===== src/hw/bcs_consts.svh =====
// Constants of the battery charge state control block
`ifndef BCS_CONSTS_SVH
`define BCS_CONSTS_SVH
`define BCS_CLK_HZ         40000000
`define BCS_BLINK_HZ       1
`define BCS_HALF_PER_S     2
`define BCS_TOPOFF_MIN     21
`define BCS_PREQ_MAX_HR    1
`define BCS_TOTAL_MAX_HR   10
`define BCS_HALF_CYC       (`BCS_CLK_HZ / (2 * `BCS_BLINK_HZ))
`define BCS_TOPOFF_HALVES  (`BCS_TOPOFF_MIN * 60 * `BCS_HALF_PER_S)
`define BCS_PREQ_HALVES    (`BCS_PREQ_MAX_HR * 3600 * `BCS_HALF_PER_S)
`define BCS_TOTAL_HALVES   (`BCS_TOTAL_MAX_HR * 3600 * `BCS_HALF_PER_S)
`define BCS_TMR_W          17
`define BCS_ADDR_CTRL      4'h0
`define BCS_ADDR_SUPV      4'h4
`define BCS_ADDR_STAT      4'h8
`define BCS_CTRL_RST       8'h42
`define BCS_SUPV_RST       1'b0
`define BCS_CTRL_EOC       0
`define BCS_CTRL_EN        1
`define BCS_CTRL_RATE_LO   2
`define BCS_CTRL_RATE_HI   5
`define BCS_CTRL_TERM_LO   6
`define BCS_CTRL_TERM_HI   7
`define BCS_SUPV_NARROW    3
`define BCS_SUPV_CODE_LO   4
`define BCS_STAT_TMO       0
`define BCS_RESP_OK        2'h0
`define BCS_RESP_ERR       2'h2
`define BCS_CODE_OFF       3'h0
`define BCS_CODE_PREQ      3'h1
`define BCS_CODE_FULL      3'h2
`define BCS_CODE_CV        3'h3
`define BCS_CODE_TOPOFF    3'h7
`define BCS_CODE_DONE      3'h5
`define BCS_CODE_TEMP      3'h4
`define BCS_CODE_FAULT     3'h6
`endif


===== src/hw/bcs_pkg.sv =====
// Types of the battery charge state control block
package bcs_pkg;
  typedef enum logic [2:0] {
    BCS_OFF, BCS_PREQ, BCS_FULL, BCS_CV,
    BCS_TOPOFF, BCS_DONE, BCS_TEMP, BCS_FAULT
  } bcs_state_type;

  typedef struct packed {
    logic adapter;
    logic usb;
    logic above_full;
    logic at_term;
    logic at_eoc;
    logic below_restart;
    logic temp_cold;
    logic temp_hot45;
    logic temp_hot50;
    logic thermal_sd;
  } bcs_sense_type;

  typedef struct packed {
    logic       use_adapter;
    logic       use_usb;
    logic       charge_on;
    logic       preq_tenth;
    logic       preq_usb50;
    logic [3:0] rate_code;
    logic [1:0] term_sel;
    logic       eoc_tenth;
  } bcs_drive_type;

  typedef struct packed {
    logic charge_state_bit_high;
    logic charge_state_bit_mid;
    logic charge_state_bit_low;
  } bcs_code_type;

  typedef struct packed {
    logic red_indicator_pin;
    logic green;
  } bcs_led_type;
endpackage : bcs_pkg


===== src/hw/bcs_charger.sv =====
// Charger state sequencing, indicators and AXI4-Lite registers
//
// Added by the designer: the AXI4-Lite slave port and the placing of the registers.
`timescale 1ns/100ps
`default_nettype none
`include "bcs_consts.svh"

// Operation
// - Adapter power wins over USB; USB only without adapter.
// - Red on with power in normal charge or complete states.
// - No adapter and no USB: red and green both off.
// - Blink means equal on and off halves at one hertz.
// - Green blinks in constant voltage, off in prequal and full rate.
// - Green steady on in top-off and cycle complete.
// - Temperature, thermal or timer fault: red blinks, green off.
// - Below full-rate threshold prequalify: 10% adapter or 50 mA USB.
// - Prequalification state code is 001.
// - Reaching full-rate threshold moves prequal to full rate.
// - Full-rate state code is 010.
// - Full-rate current field resets to the 100 mA setting.
// - Two-bit field picks termination; reaching it enters constant voltage.
// - Constant-voltage state code is 011.
// - At end-of-charge current run 21 min top-off, then complete.
// - Top-off state code is 111.
// - Cycle complete stops charging regardless of enable; code 101.
// - In complete, falling below restart resumes at full rate.
// - Charge only inside 0-50 C window, narrowed to 45 C by bit.
// - Temperature out of range suspends charging, code 100.
// - Clearing enable reads code 000; setting it resumes charging.
// - Safety timer: one hour prequal, ten hours total; expiry flagged.
module bcs_charger #(
  parameter int HALF_SEC_CYCLES = `BCS_HALF_CYC
) (
  input  wire logic                   mclk_i,
  input  wire logic                   rst_i,
  input  wire bcs_pkg::bcs_sense_type sense_i,
  output logic                        timer_expired_o,
  output bcs_pkg::bcs_drive_type      drive_o,
  output bcs_pkg::bcs_code_type       code_o,
  output bcs_pkg::bcs_led_type        led_o,
  input  wire logic                   s_axi_awvalid,
  output logic                        s_axi_awready,
  input  wire logic [3:0]             s_axi_awaddr,
  input  wire logic                   s_axi_wvalid,
  output logic                        s_axi_wready,
  input  wire logic [31:0]            s_axi_wdata,
  input  wire logic [3:0]             s_axi_wstrb,
  output logic                        s_axi_bvalid,
  input  wire logic                   s_axi_bready,
  output logic [1:0]                  s_axi_bresp,
  input  wire logic                   s_axi_arvalid,
  output logic                        s_axi_arready,
  input  wire logic [3:0]             s_axi_araddr,
  output logic                        s_axi_rvalid,
  input  wire logic                   s_axi_rready,
  output logic [31:0]                 s_axi_rdata,
  output logic [1:0]                  s_axi_rresp
);
  import bcs_pkg::*;

  localparam int HALF_LAST = HALF_SEC_CYCLES - 1;

  function automatic logic [2:0] code_of(input bcs_state_type s);
    case (s)
      BCS_PREQ:   code_of = `BCS_CODE_PREQ;
      BCS_FULL:   code_of = `BCS_CODE_FULL;
      BCS_CV:     code_of = `BCS_CODE_CV;
      BCS_TOPOFF: code_of = `BCS_CODE_TOPOFF;
      BCS_DONE:   code_of = `BCS_CODE_DONE;
      BCS_TEMP:   code_of = `BCS_CODE_TEMP;
      BCS_FAULT:  code_of = `BCS_CODE_FAULT;
      default:    code_of = `BCS_CODE_OFF;
    endcase
  endfunction : code_of

  function automatic logic is_charging(input bcs_state_type s);
    is_charging = (s == BCS_PREQ) || (s == BCS_FULL) ||
                  (s == BCS_CV) || (s == BCS_TOPOFF);
  endfunction : is_charging

  bcs_state_type         state;
  bcs_state_type         next_state;
  logic [7:0]            ctrl;
  logic                  narrow;
  logic                  timed_out;
  logic                  tmo_flag;
  logic [24:0]           half_cnt;
  logic                  half_tick;
  logic                  blink;
  logic [`BCS_TMR_W-1:0] safe_cnt;
  logic [`BCS_TMR_W-1:0] preq_cnt;
  logic [`BCS_TMR_W-1:0] topoff_cnt;
  logic                  topoff_done;
  logic                  expire;
  logic                  pwr;
  logic                  temp_ok;
  logic                  run_ok;
  logic                  src_adapter;
  logic                  src_change;
  logic                  aw_hold;
  logic                  w_hold;
  logic [3:0]            aw_addr;
  logic [31:0]           w_data;
  logic [3:0]            w_strb;
  logic                  wr_en;
  logic                  wr_lane0;
  logic                  ar_take;

  ////////////////////////////////////////////////////////////////////////
  // Blink divider, free running so both LEDs share one phase
  assign half_tick = (half_cnt == 25'(HALF_LAST));

  always_ff @(posedge mclk_i or posedge rst_i) begin
    if (rst_i) begin
      half_cnt <= 25'h0000000;
      blink    <= 1'b0;
    end else begin
      half_cnt <= half_tick ? 25'h0000000 : half_cnt + 25'h0000001;
      if (half_tick) begin
        blink <= ~blink;
      end
    end
  end

  ////////////////////////////////////////////////////////////////////////
  // Conditions
  assign pwr        = sense_i.adapter | sense_i.usb;
  assign temp_ok    = !sense_i.temp_cold &&
                      !(narrow ? sense_i.temp_hot45 : sense_i.temp_hot50);
  assign run_ok     = pwr && ctrl[`BCS_CTRL_EN] && !sense_i.thermal_sd &&
                      !timed_out && temp_ok;
  assign src_change = pwr && (src_adapter != sense_i.adapter);

  always_ff @(posedge mclk_i or posedge rst_i) begin
    if (rst_i) begin
      src_adapter <= 1'b0;
    end else begin
      src_adapter <= sense_i.adapter;
    end
  end

  ////////////////////////////////////////////////////////////////////////
  // Charge sequence
  always_comb begin
    next_state = state;
    if (!pwr || !ctrl[`BCS_CTRL_EN]) begin
      next_state = BCS_OFF;
    end else if (sense_i.thermal_sd || timed_out) begin
      next_state = BCS_FAULT;
    end else if (!temp_ok) begin
      next_state = BCS_TEMP;
    end else begin
      case (state)
        BCS_OFF, BCS_TEMP, BCS_FAULT: begin
          next_state = sense_i.above_full ? BCS_FULL : BCS_PREQ;
        end
        BCS_PREQ: begin
          if (sense_i.above_full) begin
            next_state = BCS_FULL;
          end
        end
        BCS_FULL: begin
          if (sense_i.at_term) begin
            next_state = BCS_CV;
          end
        end
        BCS_CV: begin
          if (sense_i.at_eoc) begin
            next_state = BCS_TOPOFF;
          end
        end
        BCS_TOPOFF: begin
          if (topoff_done) begin
            next_state = BCS_DONE;
          end
        end
        BCS_DONE: begin
          if (sense_i.below_restart) begin
            next_state = BCS_FULL;
          end
        end
        default: next_state = BCS_OFF;
      endcase
    end
  end

  always_ff @(posedge mclk_i or posedge rst_i) begin
    if (rst_i) begin
      state <= BCS_OFF;
    end else begin
      state <= next_state;
    end
  end

  ////////////////////////////////////////////////////////////////////////
  // Top-off interval and safety timer, counted in half seconds
  assign topoff_done = half_tick &&
                       (topoff_cnt == `BCS_TMR_W'(`BCS_TOPOFF_HALVES - 1));
  assign expire = is_charging(state) && half_tick &&
    ((safe_cnt == `BCS_TMR_W'(`BCS_TOTAL_HALVES - 1)) ||
     (state == BCS_PREQ &&
      preq_cnt == `BCS_TMR_W'(`BCS_PREQ_HALVES - 1)));

  always_ff @(posedge mclk_i or posedge rst_i) begin
    if (rst_i) begin
      topoff_cnt <= '0;
    end else if (state != BCS_TOPOFF) begin
      topoff_cnt <= '0;
    end else if (half_tick) begin
      topoff_cnt <= topoff_cnt + `BCS_TMR_W'(1);
    end
  end

  // Prequal time also counts toward the total, so total is ten hours
  always_ff @(posedge mclk_i or posedge rst_i) begin
    if (rst_i) begin
      safe_cnt <= '0;
      preq_cnt <= '0;
    end else if (!is_charging(state) || src_change) begin
      safe_cnt <= '0;
      preq_cnt <= '0;
    end else if (half_tick) begin
      safe_cnt <= safe_cnt + `BCS_TMR_W'(1);
      if (state == BCS_PREQ) begin
        preq_cnt <= preq_cnt + `BCS_TMR_W'(1);
      end
    end
  end

  // Expiry latches until enable toggles, power drops or source swaps
  always_ff @(posedge mclk_i or posedge rst_i) begin
    if (rst_i) begin
      timed_out       <= 1'b0;
      timer_expired_o <= 1'b0;
    end else begin
      timer_expired_o <= expire;
      if (expire) begin
        timed_out <= 1'b1;
      end else if (!pwr || !ctrl[`BCS_CTRL_EN] || src_change) begin
        timed_out <= 1'b0;
      end
    end
  end

  ////////////////////////////////////////////////////////////////////////
  // Outputs toward the power stage, code and indicators
  always_ff @(posedge mclk_i or posedge rst_i) begin
    if (rst_i) begin
      drive_o <= '0;
      code_o  <= '0;
      led_o   <= '0;
    end else begin
      drive_o.use_adapter <= sense_i.adapter;
      drive_o.use_usb     <= sense_i.usb && !sense_i.adapter;
      drive_o.charge_on   <= is_charging(next_state);
      drive_o.preq_tenth  <= next_state == BCS_PREQ && sense_i.adapter;
      drive_o.preq_usb50  <= next_state == BCS_PREQ && !sense_i.adapter;
      drive_o.rate_code   <= ctrl[`BCS_CTRL_RATE_HI:`BCS_CTRL_RATE_LO];
      drive_o.term_sel    <= ctrl[`BCS_CTRL_TERM_HI:`BCS_CTRL_TERM_LO];
      drive_o.eoc_tenth   <= ctrl[`BCS_CTRL_EOC];
      code_o              <= code_of(next_state);
      if (!pwr) begin
        led_o <= '0;
      end else begin
        case (state)
          BCS_TEMP, BCS_FAULT: led_o <= '{blink, 1'b0};
          BCS_CV:              led_o <= '{1'b1, blink};
          BCS_TOPOFF, BCS_DONE: led_o <= '{1'b1, 1'b1};
          default:             led_o <= '{1'b1, 1'b0};
        endcase
      end
    end
  end

  ////////////////////////////////////////////////////////////////////////
  // AXI4-Lite slave
  assign s_axi_awready = !aw_hold && !s_axi_bvalid;
  assign s_axi_wready  = !w_hold && !s_axi_bvalid;
  assign s_axi_arready = !s_axi_rvalid;
  assign wr_en         = aw_hold && w_hold && !s_axi_bvalid;
  assign wr_lane0      = wr_en && w_strb[0];
  assign ar_take       = s_axi_arvalid && s_axi_arready;

  always_ff @(posedge mclk_i or posedge rst_i) begin
    if (rst_i) begin
      aw_hold      <= 1'b0;
      w_hold       <= 1'b0;
      aw_addr      <= 4'h0;
      w_data       <= 32'h00000000;
      w_strb       <= 4'h0;
      s_axi_bvalid <= 1'b0;
      s_axi_bresp  <= `BCS_RESP_OK;
    end else begin
      if (s_axi_awvalid && s_axi_awready) begin
        aw_hold <= 1'b1;
        aw_addr <= s_axi_awaddr;
      end
      if (s_axi_wvalid && s_axi_wready) begin
        w_hold <= 1'b1;
        w_data <= s_axi_wdata;
        w_strb <= s_axi_wstrb;
      end
      if (wr_en) begin
        aw_hold      <= 1'b0;
        w_hold       <= 1'b0;
        s_axi_bvalid <= 1'b1;
        s_axi_bresp  <= (aw_addr == `BCS_ADDR_CTRL ||
                         aw_addr == `BCS_ADDR_SUPV ||
                         aw_addr == `BCS_ADDR_STAT) ?
                        `BCS_RESP_OK : `BCS_RESP_ERR;
      end else if (s_axi_bready) begin
        s_axi_bvalid <= 1'b0;
      end
    end
  end

  always_ff @(posedge mclk_i or posedge rst_i) begin
    if (rst_i) begin
      ctrl   <= `BCS_CTRL_RST;
      narrow <= `BCS_SUPV_RST;
    end else if (wr_lane0 && aw_addr == `BCS_ADDR_CTRL) begin
      ctrl <= w_data[7:0];
    end else if (wr_lane0 && aw_addr == `BCS_ADDR_SUPV) begin
      narrow <= w_data[`BCS_SUPV_NARROW];
    end
  end

  // Expiry flag: a new expiry wins over a write-one clear
  always_ff @(posedge mclk_i or posedge rst_i) begin
    if (rst_i) begin
      tmo_flag <= 1'b0;
    end else if (expire) begin
      tmo_flag <= 1'b1;
    end else if (wr_lane0 && aw_addr == `BCS_ADDR_STAT &&
                 w_data[`BCS_STAT_TMO]) begin
      tmo_flag <= 1'b0;
    end
  end

  always_ff @(posedge mclk_i or posedge rst_i) begin
    if (rst_i) begin
      s_axi_rvalid <= 1'b0;
      s_axi_rdata  <= 32'h00000000;
      s_axi_rresp  <= `BCS_RESP_OK;
    end else if (ar_take) begin
      s_axi_rvalid <= 1'b1;
      s_axi_rresp  <= `BCS_RESP_OK;
      case (s_axi_araddr)
        `BCS_ADDR_CTRL: s_axi_rdata <= {24'h000000, ctrl};
        `BCS_ADDR_SUPV: s_axi_rdata <= {25'h0000000, code_o, narrow, 3'h0};
        `BCS_ADDR_STAT: s_axi_rdata <= {28'h0000000, drive_o.charge_on,
                          drive_o.use_usb, drive_o.use_adapter, tmo_flag};
        default: begin
          s_axi_rdata <= 32'h00000000;
          s_axi_rresp <= `BCS_RESP_ERR;
        end
      endcase
    end else if (s_axi_rready) begin
      s_axi_rvalid <= 1'b0;
    end
  end
endmodule : bcs_charger
`default_nettype wire


===== config.mk =====
export PLATFORM = sky130hd
export DESIGN_NAME = bcs_charger
export DESIGN_NICKNAME = d
export VERILOG_FILES = /design/src/hw/bcs_pkg.sv /design/src/hw/bcs_charger.sv
export VERILOG_INCLUDE_DIRS = /design/src /design/src/hw
export SDC_FILE = /design/constraint.sdc
export NUM_CORES = 1
export LEC_CHECK = 0
export BUFFER_PORTS_ARGS = -buffer_cell sky130_fd_sc_hd__buf_2
export CORE_AREA = 2 2 124 126
export CTS_CLUSTER_SIZE = 40
export DETAILED_ROUTE_END_ITERATION = 10
export DIE_AREA = 0 0 126 128
export PLACE_DENSITY = 0.66
export SETUP_SLACK_MARGIN = 0.2
export SLEW_MARGIN = 25
export SYNTH_ARGS = -nofsm -noshare
export SYNTH_HDL_FRONTEND = slang
export SYNTH_SLANG_ARGS = --single-unit

===== constraint.sdc =====
create_clock -name mclk_i -period 10 [get_ports mclk_i]
set_input_delay 0.5 -clock mclk_i [delete_from_list [all_inputs] [get_ports mclk_i]]
set_output_delay 0.5 -clock mclk_i [all_outputs]
set_load 0.02 [all_outputs]

==> key figures <==
Run status
  – Status: completed

Drt
  – DR vias/cell: approximately 5.2
  – DRT iter0 DRCs: 270
  – Via count: ~4600
  – Drt drc: 0
  – Wirelength, routed: approximately 13 mm
  – DRT antenna net count: 0
  – TritonRoute pass-1 iters: 4
  – WL/cell: 15.00 µm

Timing
  – Skew final: 0.01101 ns
  – Worst-margin pin slew: roughly 0.76 ns
  – RSZ-0062 raised after global routing: no
  – Slew margin rel.: between 40% and 50%
  – Final Critical Period: roughly 2.6 ns
  – Worst hold margin: 0.2281 ns
  – Final period util: between 20% and 30%
  – Final setup fails: 0
  – Final setup margin: about 7.4 ns
  – Maximum clock rate: just under 400 MHz
  – Final hold vios: 0
  – Fin Setup TNS: 0 ns
  – Pins Over Slew Limit: 0

Placement
  – Pre-CTS setup slack: approximately 7 ns
  – Placed Instance Area: between 6000 and 7000 µm²
  – I/O Buffers: between 60 and 70
  – Routability cong.: between 0.8 and 0.9
  – HPWL after detailed placement: a little over 9 mm

Clock tree
  – Deepest clock path buffer count: 2
  – Worst skew pair latency: between 0.4 and 0.5 ns
  – Num CTS Buffers: 17
  – CTS tree: done
  – Post-CTS sizing: 0
  – Post-CTS Setup Inserts: 0
  – CTS Root Cell: clkbuf_16
  – # H-tree levels: 4
  – CTS hold repair buffers: 0
  – Clock sink total: 136
  – CTS clk-pin slew, worst paths: 0.06 ns

Synthesis
  – Yosys Warn Count: 0
  – Ys flop type: dfrtp_1
  – Post-Syn Area: roughly 6500 µm²
  – Flops & latches, synth: ~140
  – Synth unique cells: 53
  – Async SR Flop Fraction: 100.0%
  – Number of flops mapped to enable cells by yosys: 0
  – Register area share after synthesis: a little over half
  – Avg Inst Size Synth: about 10 µm²
  – Synthesized instance count: 627

Worst hold path
  – HP Class: input port to async pin

Floorplan
  – Total core area: between 10000 and 15000 µm²
  – Top Ports: 120
  – Die W: about 130 µm
  – Initial Util: 43.74%
  – Die Y: about 130 µm
  – Site Rows: 45
  – Die area: between 15000 and 20000 µm²

Power
  – Pwr Density: 212.1 nW/µm²
  – Lkg Pwr: about 0.0034 µW
  – VDD IR max: between 0.00015 and 0.0002 V

Worst setup path
  – Critical path data arrival time: around 2.9 ns
  – Worst Setup Path Type: flop to flop
  – Reg2Reg Capture Point: preq_cnt[14]
  – Crit Path Max Fanout: 13
  – Critical path launch point: state[2]
  – Crit path capture type: flop
  – Worst Setup Start Kind: flop
  – Worst reg2reg path depth: 5
  – CP required: 10.26 ns
  – Flop2flop setup slack: between 7 and 8 ns
  – FF-to-FF Start: state[2]
  – Worst setup endpoint: preq_cnt[14]

Finish
  – Finished Cell Area: between 7000 and 8000 µm²
  – Diodes inserted: 0
  – Final nets: around 760
  – Final-layout fill cell count: between 1000 and 1500
  – Area Overhead vs Synth: 15.90%
  – Fraction of layout cells with a size suffix above 1: between 15 and 20%

GRT
  – First-pass GRT wire length: approximately 23 mm
  – Largest net degree at the start of global routing: between 70 and 80
  – Global Route Usage Sum: 17.61%
  – Initial antenna violation count: 0
  – Grt total ovfl: 0
  – Number of global-route vias before repair: approximately 4800

Flow run
  – MaxCap Viol Count: 0
kinds of logic after synthesis:
| kind of cell | Yosys count | synth area share, % |
|---|---|---|
| compound gates | 52 | 4.715 |
| buf+inv | 56 | 4.869 |
| fa+ha+maj | 4 | 0.7699 |
| flops | 136 | 52.39 |
| mux | 32 | 5.350 |
| simple gates | 279 | 22.83 |
| xor+xnor | 67 | 9.026 |
| other cells | 1 | 0.05768 |
routing by layer:
metal / vias to the layer above / global-route usage (%) / share of wire, %
met1: 2294 / 22.44 / 46
met5: - / 0 / 0
met2: 93 / 29.98 / 50
met4: 0 / 4.977 / 0.52
met3: 5 / 4.382 / 3.8
li1: 2245 / - / -
cell usage after synthesis, types with 2 or more instances:
library cell    n  area [µm²]
a21oi_1        14       70.07
or2_1           2       12.51
or3_1           6       37.54
dfstp_2         2       52.55
inv_1          10       37.54
a211oi_1        3       22.52
clkbuf_1       14       52.55
o21ai_1         7       35.03
nor3_4          2       32.53
nor3b_1         3       22.52
nor4_1          8       50.05
nand2b_1        6       37.54
nor4_2          3       37.54
mux2i_1        10       100.1
nand3_1        31       155.2
nor4b_1         6       52.55
nor2b_1         7       43.79
nor4bb_1        2       20.02
nand4_1        21       131.4
o21ai_0        16       80.08
a21o_1          2       15.01
ha_1            4       50.05
xor2_1         37       324.1
o211ai_1        2       15.01
mux2_2         13       146.4
and3_1         12       75.07
and4_1         11       96.34
buf_2           4       20.02
nor2_1         74       277.8
xnor2_1        30       262.8
nand2_1        61       229.0
and2_1          8       50.05
nor3_1          9       45.04
mux2_1          9       101.4
dfrtp_1       134        3353
buf_4          27       202.7
power breakdown:
group	internal (µW)	switching, µW	total, µW
registers	627	60.2	687
clock network	430	229	659
logic	94.5	158	252
area by class of cell:
cell class | instances | area [µm²] | share of cell area [%]
Clock inverter | 11 | 171.4 | 2.275
Multi-Input combinational cell | 460 | 2880 | 38.23
Timing Repair Buffer | 67 | 341.6 | 4.533
Clock buffer | 20 | 456.7 | 6.061
Sequential cell | 136 | 3406 | 45.20
Tap cell | 188 | 235.2 | 3.122
Inverter | 11 | 43.79 | 0.5812
critical path, stage by stage (launching register included):
cell and delay [ns]:
dfrtp_1 0.53, nor3b_1 0.70, nand3_1 0.59, a211oi_1 0.42
xnor2_1 0.16, nor2_1 0.05
worst min-delay path by stage:
stage / startpoint / endpoint / slack (ns) / cells past startpoint
final: rst_i / aw_addr[3] / 0.23 / 2
after global routing: s_axi_bready / s_axi_bvalid / 0.25 / 2
after CTS: rst_i / aw_addr[0] / 0.24 / 2
after detailed placement: ctrl[0] / drive_o[0] / 0.40 / 0
after global placement: ctrl[0] / drive_o[0] / 0.39 / 0
after floorplan: ctrl[0] / drive_o[0] / 0.37 / 0
stage by stage:
step | utilization (%) | total power (µW) | instances
after global placement | 46.39 | 938.4 | 862
after detailed placement | 46.39 | 950.2 | 862
after CTS | 50.61 | 1614 | 893
after global routing | 50.69 | 1676 | 893
final | 50.69 | 1598 | 893
after floorplan | - | 875.8 | 652
sequential cells by signal (all words and copies together), names as in the netlist, 2 cells and up:
signal	flops
state	3
s_axi_rdata	8
aw_addr	4
topoff_cnt	17
code_o	3
half_cnt	25
led_o	2
w_data	8
ctrl	8
drive_o	12
safe_cnt	17
preq_cnt	17
layout by cell type, fill, tap and decap left out, types with 4 or more instances in the layout:
cell type and instances:
nand3_1 31, conb_1 26, buf_2 66, nor4b_1 6, nor2b_1 7, and2_1 8
nand4_1 21, and3_1 12, and4_1 11, or3_1 6, mux2_2 13, clkbuf_16 17
nor3_1 9, ha_1 4, o21ai_1 7, xnor2_1 30, bufinv_16 4, nand2b_1 6
xor2_1 37, mux2_1 9, nor4_1 8, mux2i_1 10, nor2_1 74, a21oi_1 14
dfrtp_1 134, inv_1 9, o21ai_0 16, nand2_1 60
Power figures use the tool's default switching activity.
